File: src/regulator_voltage_config_pkg.sv
// Constants for the regulator voltage configuration register bank
package regulator_voltage_config_pkg;
  localparam logic [7:0] ADDR_RAMP = 8'h07;
  localparam logic [7:0] ADDR_PAIR_A = 8'h08;
  localparam logic [7:0] ADDR_PAIR_B = 8'h09;
  localparam logic [7:0] ADDR_BUCK = 8'h0a;
  localparam logic [2:0] RAMP_RESET = 3'h6;
  localparam logic [2:0] RAMP_IMMEDIATE = 3'h7;
  localparam int HI_LSB = 4;
  localparam int HI_MSB = 6;
  localparam int LO_MSB = 2;
  localparam int BUCK_MSB = 5;
  // Default code sets for each pin combination, index = {pin_b, pin_a}
  // Packed as four 3-bit codes {four, three, two, one}, not hex nibbles
  localparam logic [11:0] PIN_DEF_LDO [4] = '{
    12'h000, 12'h249, 12'h492, 12'h6db};
  localparam logic [5:0] PIN_DEF_BUCK [4] = '{
    6'h10, 6'h08, 6'h14, 6'h17};
  // Ramp rate in units of 0.01 mV/us per code
  localparam logic [9:0] RAMP_SLOWEST = 10'h00b;
endpackage : regulator_voltage_config_pkg

File: src/regulator_voltage_config_regs.sv
// Register bank for ramp rate, linear regulator and buck voltage codes
`timescale 1ns/1ns
module regulator_voltage_config_regs
  import regulator_voltage_config_pkg::*;
#(
  parameter logic [11:0] LDO_DEF_TABLE [4] = PIN_DEF_LDO,
  parameter logic [5:0] BUCK_DEF_TABLE [4] = PIN_DEF_BUCK
) (
  input wire logic core_clk,
  input wire logic rst,
  input wire logic supply_lockout,
  input wire logic default_select_pin_a,
  input wire logic default_select_pin_b,
  input wire logic wr_en,
  input wire logic rd_en,
  input wire logic [7:0] addr,
  input wire logic [7:0] wr_data,
  output logic [7:0] rd_data,
  output logic [2:0] ramp_code,
  output logic ramp_immediate,
  output logic [9:0] ramp_rate,
  output logic [2:0] linear_reg_one,
  output logic [2:0] linear_reg_two,
  output logic [2:0] linear_reg_three,
  output logic [2:0] linear_reg_four,
  output logic [5:0] buck_one
);
  import regulator_voltage_config_pkg::*;

  ////////////////////////////////////////////////////////////////////////
  logic [2:0] ramp_reg;
  logic [2:0] lin1_reg, lin2_reg, lin3_reg, lin4_reg;
  logic [5:0] buck_reg;
  logic lockout_d_reg;
  logic load_defaults;
  logic [1:0] pin_idx;

  // Rate doubles per code up to 6, code 7 (immediate) decodes to zero; reported in 0.01 mV/us steps
  function automatic logic [9:0] ramp_decode(input logic [2:0] c);
    ramp_decode = (c == RAMP_IMMEDIATE) ? '0 : RAMP_SLOWEST << c;
  endfunction : ramp_decode

  assign pin_idx = {default_select_pin_b, default_select_pin_a};
  // Falling edge of lockout is the release; rst also counts as lockout
  assign load_defaults = rst | supply_lockout | lockout_d_reg;

  always_ff @(posedge core_clk) begin
    if (rst) begin
      lockout_d_reg <= 1'b1;
    end else begin
      lockout_d_reg <= supply_lockout;
    end
  end

  ////////////////////////////////////////////////////////////////////////
  // reload on lockout
  always_ff @(posedge core_clk) begin
    if (load_defaults) begin
      ramp_reg <= RAMP_RESET;
    end else if (wr_en && addr == ADDR_RAMP) begin
      ramp_reg <= wr_data[LO_MSB:0];
    end
  end

  always_ff @(posedge core_clk) begin
    if (load_defaults) begin
      {lin4_reg, lin3_reg, lin2_reg, lin1_reg} <= LDO_DEF_TABLE[pin_idx];
      buck_reg <= BUCK_DEF_TABLE[pin_idx];
    end else if (wr_en) begin
      case (addr)
        ADDR_PAIR_A: begin
          lin2_reg <= wr_data[HI_MSB:HI_LSB];
          lin1_reg <= wr_data[LO_MSB:0];
        end
        ADDR_PAIR_B: begin
          lin4_reg <= wr_data[HI_MSB:HI_LSB];
          lin3_reg <= wr_data[LO_MSB:0];
        end
        ADDR_BUCK: buck_reg <= wr_data[BUCK_MSB:0];
        default: ;
      endcase
    end
  end

  ////////////////////////////////////////////////////////////////////////
  // Read data registered; unmapped reads give zero
  always_ff @(posedge core_clk) begin
    if (rst) begin
      rd_data <= '0;
    end else if (rd_en) begin
      case (addr)
        ADDR_RAMP: rd_data <= {5'h0, ramp_reg};
        ADDR_PAIR_A: rd_data <= {1'b0, lin2_reg, 1'b0, lin1_reg};
        ADDR_PAIR_B: rd_data <= {1'b0, lin4_reg, 1'b0, lin3_reg};
        ADDR_BUCK: rd_data <= {2'h0, buck_reg};
        default: rd_data <= '0;
      endcase
    end
  end

  always_ff @(posedge core_clk) begin
    ramp_code <= ramp_reg;
    ramp_immediate <= (ramp_reg == RAMP_IMMEDIATE);
    ramp_rate <= ramp_decode(ramp_reg);
    linear_reg_one <= lin1_reg;
    linear_reg_two <= lin2_reg;
    linear_reg_three <= lin3_reg;
    linear_reg_four <= lin4_reg;
    buck_one <= buck_reg;
  end

  ////////////////////////////////////////////////////////////////////////
  property p_ramp_default;
    @(posedge core_clk) supply_lockout |=> ##1 ramp_code == RAMP_RESET;
  endproperty
  a_ramp_default: assert property (p_ramp_default)
    else $error("ramp default not loaded");

  property p_ramp_write;
    @(posedge core_clk) disable iff (rst)
      (!supply_lockout && !lockout_d_reg && wr_en && addr == ADDR_RAMP
       && !$past(supply_lockout)) |=> ##1 ramp_code == $past(wr_data[2:0], 2);
  endproperty
  a_ramp_write: assert property (p_ramp_write)
    else $error("ramp write lost");

  property p_ramp_decode;
    @(posedge core_clk) disable iff (rst)
      ramp_code == 3'h1 |-> ramp_rate == 10'h016;
  endproperty
  a_ramp_decode: assert property (p_ramp_decode)
    else $error("ramp rate decode wrong");

  property p_immediate;
    @(posedge core_clk) disable iff (rst)
      ramp_immediate |-> ramp_code == 3'h7 && ramp_rate == 10'h000;
  endproperty
  a_immediate: assert property (p_immediate)
    else $error("immediate flag wrong");

  property p_read_pair_a;
    @(posedge core_clk) disable iff (rst)
      rd_en && addr == ADDR_PAIR_A |=> rd_data[7] == 1'b0
        && rd_data[3] == 1'b0 && rd_data[6:4] == $past(lin2_reg);
  endproperty
  a_read_pair_a: assert property (p_read_pair_a)
    else $error("pair a readback wrong");

  property p_read_pair_b;
    @(posedge core_clk) disable iff (rst)
      rd_en && addr == ADDR_PAIR_B |=> rd_data == {1'b0, $past(lin4_reg),
        1'b0, $past(lin3_reg)};
  endproperty
  a_read_pair_b: assert property (p_read_pair_b)
    else $error("pair b readback wrong");

  property p_read_buck;
    @(posedge core_clk) disable iff (rst)
      rd_en && addr == ADDR_BUCK |=> rd_data == {2'h0, $past(buck_reg)};
  endproperty
  a_read_buck: assert property (p_read_buck)
    else $error("buck readback wrong");

  property p_pins_ignored;
    @(posedge core_clk) disable iff (rst)
      (!supply_lockout && !lockout_d_reg && !wr_en) |=> $stable(buck_reg)
        && $stable(lin1_reg);
  endproperty
  a_pins_ignored: assert property (p_pins_ignored)
    else $error("field changed without write");

  property p_pin_default;
    @(posedge core_clk) supply_lockout |=> buck_reg == BUCK_DEF_TABLE[
      $past(pin_idx)];
  endproperty
  a_pin_default: assert property (p_pin_default)
    else $error("pin default not loaded");

  property p_read_ramp;
    @(posedge core_clk) disable iff (rst)
      rd_en && addr == ADDR_RAMP |=> rd_data == {5'h0, $past(ramp_reg)};
  endproperty
  a_read_ramp: assert property (p_read_ramp)
    else $error("ramp readback wrong");

  property p_lin_two_write;
    @(posedge core_clk) disable iff (rst)
      (!load_defaults && wr_en && addr == ADDR_PAIR_A) |=> ##1
        linear_reg_two == $past(wr_data[HI_MSB:HI_LSB], 2);
  endproperty
  a_lin_two_write: assert property (p_lin_two_write)
    else $error("regulator two code lost");

  property p_lin_one_write;
    @(posedge core_clk) disable iff (rst)
      (!load_defaults && wr_en && addr == ADDR_PAIR_A) |=> ##1
        linear_reg_one == $past(wr_data[LO_MSB:0], 2);
  endproperty
  a_lin_one_write: assert property (p_lin_one_write)
    else $error("regulator one code lost");

  property p_lin_four_write;
    @(posedge core_clk) disable iff (rst)
      (!load_defaults && wr_en && addr == ADDR_PAIR_B) |=> ##1
        linear_reg_four == $past(wr_data[HI_MSB:HI_LSB], 2);
  endproperty
  a_lin_four_write: assert property (p_lin_four_write)
    else $error("regulator four code lost");

  property p_buck_write;
    @(posedge core_clk) disable iff (rst)
      (!load_defaults && wr_en && addr == ADDR_BUCK) |=> ##1
        buck_one == $past(wr_data[BUCK_MSB:0], 2);
  endproperty
  a_buck_write: assert property (p_buck_write)
    else $error("buck code lost");
endmodule : regulator_voltage_config_regs

File: config.mk
export PLATFORM = sky130hd
export DESIGN_NAME = regulator_voltage_config_regs
export DESIGN_NICKNAME = d
export VERILOG_FILES = /design/src/regulator_voltage_config_pkg.sv /design/src/regulator_voltage_config_regs.sv
export SDC_FILE = /design/constraint.sdc
export NUM_CORES = 1
export LEC_CHECK = 0
export BUFFER_PORTS_ARGS = -buffer_cell sky130_fd_sc_hd__buf_2
export CAP_MARGIN = 40
export CORE_UTILIZATION = 50
export CTS_CLUSTER_DIAMETER = 40
export CTS_CLUSTER_SIZE = 16
export DETAILED_ROUTE_END_ITERATION = 10
export GPL_TIMING_DRIVEN = 0
export PLACE_DENSITY = 0.75
export SLEW_MARGIN = 20
export SYNTH_ARGS = -nofsm -noshare
export SYNTH_HDL_FRONTEND = slang
export SYNTH_SLANG_ARGS = --single-unit
File: constraint.sdc
create_clock -name core_clk -period 2.7 [get_ports core_clk]
set_clock_uncertainty 0.15 [all_clocks]
set_input_delay 0.405 -clock core_clk [delete_from_list [all_inputs] [get_ports core_clk]]
set_output_delay 0.405 -clock core_clk [all_outputs]
set_load 0.02 [all_outputs]
==> results summary, run 1 <==
The number of global-route vias before repair is 1485. The antenna diode count came out at 0. The largest area contributor in the netlist is dfxtp_1.

The post-synth design cell area is 0.00209 sq mm. Sequential cells were found to cover 67.1% of the synthesized design area. In this run the worst setup path begins at addr[5]. For this configuration, the core starts out at a cell density of 52.2%. The fraction of final layout cells sized beyond drive strength 1 came out at 33.1%.

The maximum fanout count along the critical path came out at 7. The tool flagged a number of max-cap violations equal to 0. The count of nets left with antenna violations after detail routing is 0. The net count after synthesis came out at 204. The number of logic stages on the critical path including buffering came out at 6. The worst register-to-register path ends at buck_reg[3]. The most used flip-flop cell after synthesis is dfxtp_1.

Hold timing on the final database bottoms out at a slack of 0.142 ns. The most common cell in the synthesized netlist is dfxtp_1. The number of sinks driven by the clock tree is 61. The largest single stage delay on the critical path is 0.52 ns. The routed wire length is 4270 um. The worst path uses 78.6% of the clock period. The clock buffer count from CTS is 9. The count of unique library cells instantiated by Yosys came out at 36. The critical path goes through buf_2, or4_4, buf_6, nor2_4, nand2_1, o21ai_1.

Yosys attributes the largest share of cell area to dfxtp_1 (41%), edfxtp_1 (26%), nand2_1 (6.1%), ha_1 (2.4%), nand3_1 (2.4%). The register with the most flip-flops is ramp_rate. For this run, design rule violations remaining after detail routing come to 0. The number of flip-flops in the largest register came out at 10. The capturing element type of the critical path is a flip-flop. The area fraction of the dominant cell type after synthesis came out at 41.2%. The internal reg-to-reg setup slack came out at 1.04 ns. For the pin with the worst max-slew slack, the measured transition is 0.591 ns. The maximum number of pins on one net before global-route repair is 11.

The total grt overflow is 0. The share of synthesized flip-flops with an asynchronous set or reset came out at 0%. The critical path endpoint is buck_reg[3]. Compared with the post-synthesis result, the final layout area differs by 26.1%.

For this design, the slowest cell found on the critical path is or4_4. The total of endpoints with negative setup slack in the final report came out at 0. The count of vias placed by the detailed router came out at 1527. In this run, synthesis produced a sequential element count of 61. TritonCTS built the clock tree. The endpoint required time on the critical path is 2.52 ns. The maximum buffer depth of the clock tree came out at 2. The buffering stage count on the worst path with inverters included is 2. The count of buffers added on input and output ports is 58. The number of search-and-repair iterations in the first detailed-routing pass came out at 5. The total of fill cells in the finished design is 325. The post-cts repair resize count is 0. The design draws 0.00188 W. During I/O placement, the number of pins put on the boundary was 63. The total number of yosys warnings came out at 0.

The worst hold path belongs to the class primary input to flip-flop. The clock slew at the register clock pins of the worst setup and hold paths is 0.06 ns. The detailed placement HPWL came out at 3060 um. A synthesized cell averages 11.8 sq um. The floorplan die height is 66.6 um. The net count of the finished layout is 273.

The tree is rooted in a clkbuf_8. Setup repair after global routing left no endpoint under its margin. The later pin in the worst-skew pair is clocked with a latency of 0.33 ns. The x dimension of the die came out at 66.6 um. In this run the tightest slew margin relative to its limit is 60.3%. The peak clock frequency supported by timing came out at 0.471 GHz. The worst setup path is launched from a primary input. The worst path needs 2.12 ns of the cycle, external delays included.

The final-report hold violation count is 0. The die outline area is 0.00444 sq mm. The wire length of the first global-routing pass came out at 7000 um. The H-tree was split into 3 levels. In the final routed layout, each cell accounts on average for 14.2 um. The total power density per cell area came out at 713 mW/mm^2. The initialized floorplan defines 23 standard-cell rows. After technology mapping, the gate count stands at 177. The cell family with the largest share of critical-path delay is simple AND/OR/NAND/NOR gates. The number of synthesized flops with an enable pin is 18.

The core box area came out at 0.00400 sq mm. The number of buffers inserted for hold repair after clock tree synthesis is 0. The worst-case IR drop observed on VDD is 0.399 mV. Data arrives at the worst endpoint at 1.94 ns. For this design the static power due to leakage is 1.18 nW. The max-slew violation total from the final report came out at 0. The number of antenna violations at the first check in global routing came out at 0. The ratio of routed vias to standard cells came out at 5.07. By count the netlist is led by dfxtp_1 (43), nand2_1 (34), edfxtp_1 (18). In this run the critical register-to-register path is launched from lockout_d_reg.

The run finished with clean final reports. The path type of the worst setup path is primary input to flip-flop. The final weighted congestion of routability-driven global placement is 0.841. The worst reg2reg path depth is 3. The violation count after the first detailed-routing iteration came out at 71.

The largest registers in the layout are ramp_rate: 10 flops, rd_data: 7 flops. The accumulated negative setup slack came out at 0 ns. The number of post-CTS setup repair buffers came out at 0. The total routing usage reported by global routing is 22.8%.
## worst register-to-register path: stages, from the launching register on
cell,delay [ns]
dfxtp_1,0.31
nor2_1,0.17
clkbuf_1,0.38
o21ai_1,0.34
## placed cells by master, fill, tap and decap left out, drive strengths merged
cell     instances
ha               4
o21ai            4
nand2           34
edfxtp          18
nor2             6
a221oi           3
nand3           10
dfxtp           43
or3              2
a21oi            5
clkinv           4
or2              1
mux2i            2
mux2             2
clkbuf          16
o22a             1
a21o             1
inv              7
a222oi           3
nor4             1
nand4b           1
nor2b            6
nand4            1
a211o            1
a22o             3
o2bb2ai          2
buf             61
or4              1
nand2b           1
and2             4
bufinv           1
nor3             1
conb             1
## logic make-up after synthesis
| group | share of synthesized area [%] |
|---|---|
| AOI/OAI and AO/OA | 8.15 |
| adders and majority gates | 2.40 |
| buffers and inverters | 3.30 |
| DFF | 67.1 |
| muxes | 2.04 |
| other | 0.180 |
| and+or+nand+nor | 16.8 |
## power by group
part | switching, W | internal (W)
clock | 0.000328 | 0.000445
combinational | 0.0000708 | 0.0000388
sequential | 0.0000139 | 0.000981
total | 0.000412 | 0.00146
## layer usage
metal / routed length (um) / vias to the layer above / global-route usage (%) / share of wire [%]
met2: 2060 / 61 / 36.4 / 48
met5: 0 / - / 0 / 0
li1: - / 751 / - / -
met3: 333 / 8 / 9.08 / 7.8
met4: 103 / 0 / 13.8 / 2.4
met1: 1780 / 707 / 25.4 / 42
## area by class of cell
type / instances / area (sq um) / share of cell area [%]
plain buffers: 8 / 42.5 / 1.62
well taps: 50 / 62.6 / 2.38
multi-input cells: 101 / 617 / 23.4
flip-flops and latches: 61 / 1400 / 53.3
repair buffers: 58 / 290 / 11.0
clock buffers: 11 / 141 / 5.37
clock inverters: 5 / 50.0 / 1.90
inverters: 7 / 26.3 / 0.999
## through the flow
stage	setup slack, ns	instances	instance area, sq um	utilization [%]
3_3_place_gp	0.260	285	2440	61.0
5_1_grt	0.509	301	2630	65.8
2_1_floorplan	0.583	177	2090	-
3_5_place_dp	0.260	285	2440	61.0
4_1_cts	0.612	301	2630	65.8
6_report	0.579	301	2630	65.8
## worst min-delay path by stage
stage,startpoint,end,slack (ns),cells after the start
after CTS,supply_lockout,lockout_d_reg,0.13,2
after detailed placement,ramp_reg[2],ramp_code[2],0.21,0
after floorplan,ramp_reg[2],ramp_code[2],0.19,0
final,supply_lockout,lockout_d_reg,0.14,2
after global routing,supply_lockout,lockout_d_reg,0.14,2
after global placement,ramp_reg[2],ramp_code[2],0.20,0
Power figures use the tool's default switching activity.
==> run 2: changes to the inputs <==
CORE_UTILIZATION = 45   (was 50)
PLACE_DENSITY = 0.71   (was 0.75)
clock period = 1.85 ns   (was 2.7 ns; I/O delays follow)
==> run 2 against run 1 <==
Net effect: count of clock-buffer cells in the layout grew 3; sequential share of layout area is essentially flat; combinational power increased by 45%; largest cell class unchanged; critical endpoint is now buck_reg[5]; non-clock buffer count is the same; global-route usage is 4.3 points lower; first-iteration DRC count is 34% higher; setup slack worse by 0.49 ns; utilization shrank 6.1 points.
==> results summary, run 2 (same netlist as run 1, synthesis figures left out) <==
The number of sinks driven by the clock tree was 61 (unchanged). The most common cell after layout, fill and taps aside is buf_2 (unchanged). Leading cell types in the layout, fill and taps excluded: buf_2 (59), dfxtp_1 (43), nand2_1 (32), edfxtp_1 (18), clkbuf_8 (11) (was buf_2 (59), dfxtp_1 (43), nand2_1 (34), edfxtp_1 (18)). Worst-path cell chain: buf_2, or4_4, buf_6, nor2_4, nand2_1, o21ai_4 (was buf_2, or4_4, buf_6, nor2_4, nand2_1, o21ai_1).

The clock buffer count from CTS is 9 (unchanged). The total grt overflow is 0 (unchanged). The layout overhead on the synthesized area was 26.1% (about the same).

The endpoint required time on the critical path came out at 1.71 ns (was 2.52 ns). The net count of the finished layout is 273 (unchanged). The x dimension of the die is 70.1 um (was 66.6 um). The wire length of the first global-routing pass is 6760 um (was 7000 um). The area occupied by registers is 0.00140 sq mm (unchanged). The maximum fanout count along the critical path is 7 (unchanged). The count of nets left with antenna violations after detail routing came to 0 (unchanged). The I/O pin count came out at 63 (unchanged). The worst supply voltage drop on vdd came to 0.677 mV (was 0.399 mV). The insertion delay of the later-clocked pin in the worst-skew pair came to 0.32 ns (was 0.33 ns). The clock period minus worst slack came out at 1.76 ns. The sequential share of power came out at 55.5% (was 53.0%).

The cell-internal power is 0.00204 W (was 0.00146 W). The proportion of power drawn by combinational gates is 6.1% (was 5.8%). The number of post-CTS setup repair buffers came to 0 (unchanged). The total of endpoints with negative setup slack in the final report is 0 (unchanged). The violation count after the first detailed-routing iteration is 95 (was 71). The clock root buffer master is clkbuf_8 (unchanged). The switching share of power came out at 21.8% (was 22.0%). The clock tree from TritonCTS is built (unchanged).

The total routing usage reported by global routing is 18.6% (was 22.8%). The worst hold path depth is 2 (unchanged). The total leakage power is 1.17 nW (was 1.18 nW). The number of rows in the core area is 24 (was 23). The number of levels the H-tree was split into came out at 3 (unchanged). The busiest layer in global routing was met2 (unchanged).

The worst reg2reg path depth came out at 3 (unchanged). The reported net switching power came out at 0.000570 W (was 0.000412 W). Regs by FF count: ramp_rate: 10 flops, rd_data: 7 flops (unchanged).

The met2 capacity usage during global routing is 28.8% (was 36.4%). The met1 usage in global routing is 22.3% (was 25.4%). The fraction of final layout cells sized beyond drive strength 1 came to 33.9% (was 33.1%). The ratio of routed vias to standard cells was 4.96 (was 5.07).

The register with the most flip-flops is ramp_rate (unchanged). The path type of the worst setup path was primary input to flip-flop (unchanged). The maximum cell stage delay along the critical path is 0.52 ns (about the same). The number of buffers inserted for hold repair after clock tree synthesis came to 0 (unchanged). Run status: finished, final reports clean (unchanged).

The number of violations of the max-capacitance limit is 0 (unchanged). The maximum buffer depth of the clock tree is 2 (unchanged). The utilization after layout was 59.6% (was 65.8%). The post-placement cell area was 0.00246 sq mm (was 0.00244 sq mm). The multi-input gate area in the final layout is 633 sq um (was 617 sq um). The antenna diode count came out at 0 (unchanged). RSZ-0062 raised after global routing: false (unchanged). The floorplan die height came out at 70.1 um (was 66.6 um). The sum of internal, switching and leakage power came to 0.00262 W (was 0.00188 W). The final weighted congestion of routability-driven global placement came out at 0.801 (was 0.841).

The die outline area was 0.00491 sq mm (was 0.00444 sq mm). The number of antenna violations at the first check in global routing came to 0 (unchanged). The number of flip-flops in the largest register came out at 10 (unchanged). The routed wire length is 4110 um (was 4270 um).

The clock slew at the register clock pins of the worst setup and hold paths came out at 0.06 ns (about the same). The number of search-and-repair iterations in the first detailed-routing pass came out at 5 (unchanged). The slowest cell on the critical path is or4_4 (unchanged).

The core box area is 0.00441 sq mm (was 0.00400 sq mm). The clock group share of total power came out at 38.4% (was 41.2%). The type of the worst min-delay path is primary input to flip-flop (unchanged).

The data arrival time of the critical path came to 1.62 ns (was 1.94 ns). The mean routed wirelength per cell is 13.6 um (was 14.2 um). The number of global-route vias before repair came to 1461 (was 1485).

The count of unresolved DRC violations after routing is 0 (unchanged). The count of vias placed by the detailed router is 1504 (was 1527). The nature of the critical path startpoint is a primary input (unchanged). For this run, the top clock speed supported by timing is 0.568 GHz. The starting density of the core is 47.3% (was 52.2%). The max-slew violation total from the final report was 0 (unchanged). The final-layout worst hold slack is 0.0242 ns (was 0.142 ns). The met3 global-route usage came out at 8.23% (was 9.08%).

The maximum number of pins on one net before global-route repair is 11 (unchanged). The final-report hold violation count came to 0 (unchanged). The number of I/O port buffers came out at 58 (unchanged).

In the finished design, the share of the clock period the worst path needs comes to 95.1%. The capturing element type of the critical path is a flip-flop (unchanged). The detailed placement HPWL came to 2990 um (was 3060 um).

The total of fill cells in the finished design came out at 375 (was 325). The total power density per cell area is 993 mW/mm^2 (was 713 mW/mm^2). The final design area excluding fillers came out at 0.00263 sq mm (about the same).
## run 2: cell count changes in the layout (fill, tap and decap cells not counted), sizes merged
| cell | before | now |
|---|---|---|
| clkbuf | 16 | 19 |
| bufinv | 1 | 0 |
| clkinv | 4 | 2 |
## run 2: stage by stage
stage               setup slack, ns  setup TNS [ns]  instances
floorplan                   -0.0181          -0.109        177
global placement             -0.277           -6.14        287
detailed placement           -0.301           -6.98        287
CTS                          0.0365               0        303
global route                0.00784               0        303
finish                       0.0900               0        303
## run 2: layout make-up
| class | count | share of cell area [%] |
|---|---|---|
| Multi-Input combinational cell | 101 | 24.0 |
| Inverter | 7 | 0.998 |
| Tap cell | 52 | 2.47 |
| Clock buffer | 14 | 6.18 |
| Sequential cell | 61 | 53.2 |
| Timing Repair Buffer | 58 | 11.0 |
| Clock inverter | 2 | 0.380 |
| Buffer | 8 | 1.66 |
## run 2: worst max-delay path, delay by kind of cell
family                 cells  cell delay [ns]
buffers and inverters      2             0.24
AOI/OAI and AO/OA          1             0.26
and+or+nand+nor            3             0.83
## run 2: routing by layer
metal | up-vias | share of wire (%)
met3 | 7 | 7.1
met4 | 0 | 1.6
met5 | - | 0
met1 | 691 | 44
met2 | 53 | 47
li1 | 753 | -
## run 2: path summary, 6_finish.rpt
kind	startpoint	end	slack [ns]
worst max register to register	lockout_d_reg	lin4_reg[0]	0.39
worst min-delay path	supply_lockout	lockout_d_reg	0.02
worst max-delay path	addr[5]	buck_reg[5]	0.09
worst min register to register	ramp_reg[2]	ramp_code[2]	0.21
## run 2: timing repair
item / CTS / global route
endpoints found under the setup margin: 0 / 12
endpoints found under the hold margin: 0 / 0
resized for setup: 0 / 2
## run 2: power groups by stage
stage	Clock, W	Combinational [W]	Sequential [W]
6_report	0.00100	0.000160	0.00145
5_1_grt	0.00111	0.000173	0.00146
4_1_cts	0.00104	0.000160	0.00145
3_5_place_dp	0	0.000160	0.00148
3_3_place_gp	0	0.000159	0.00148
2_1_floorplan	0	0.0000572	0.00151
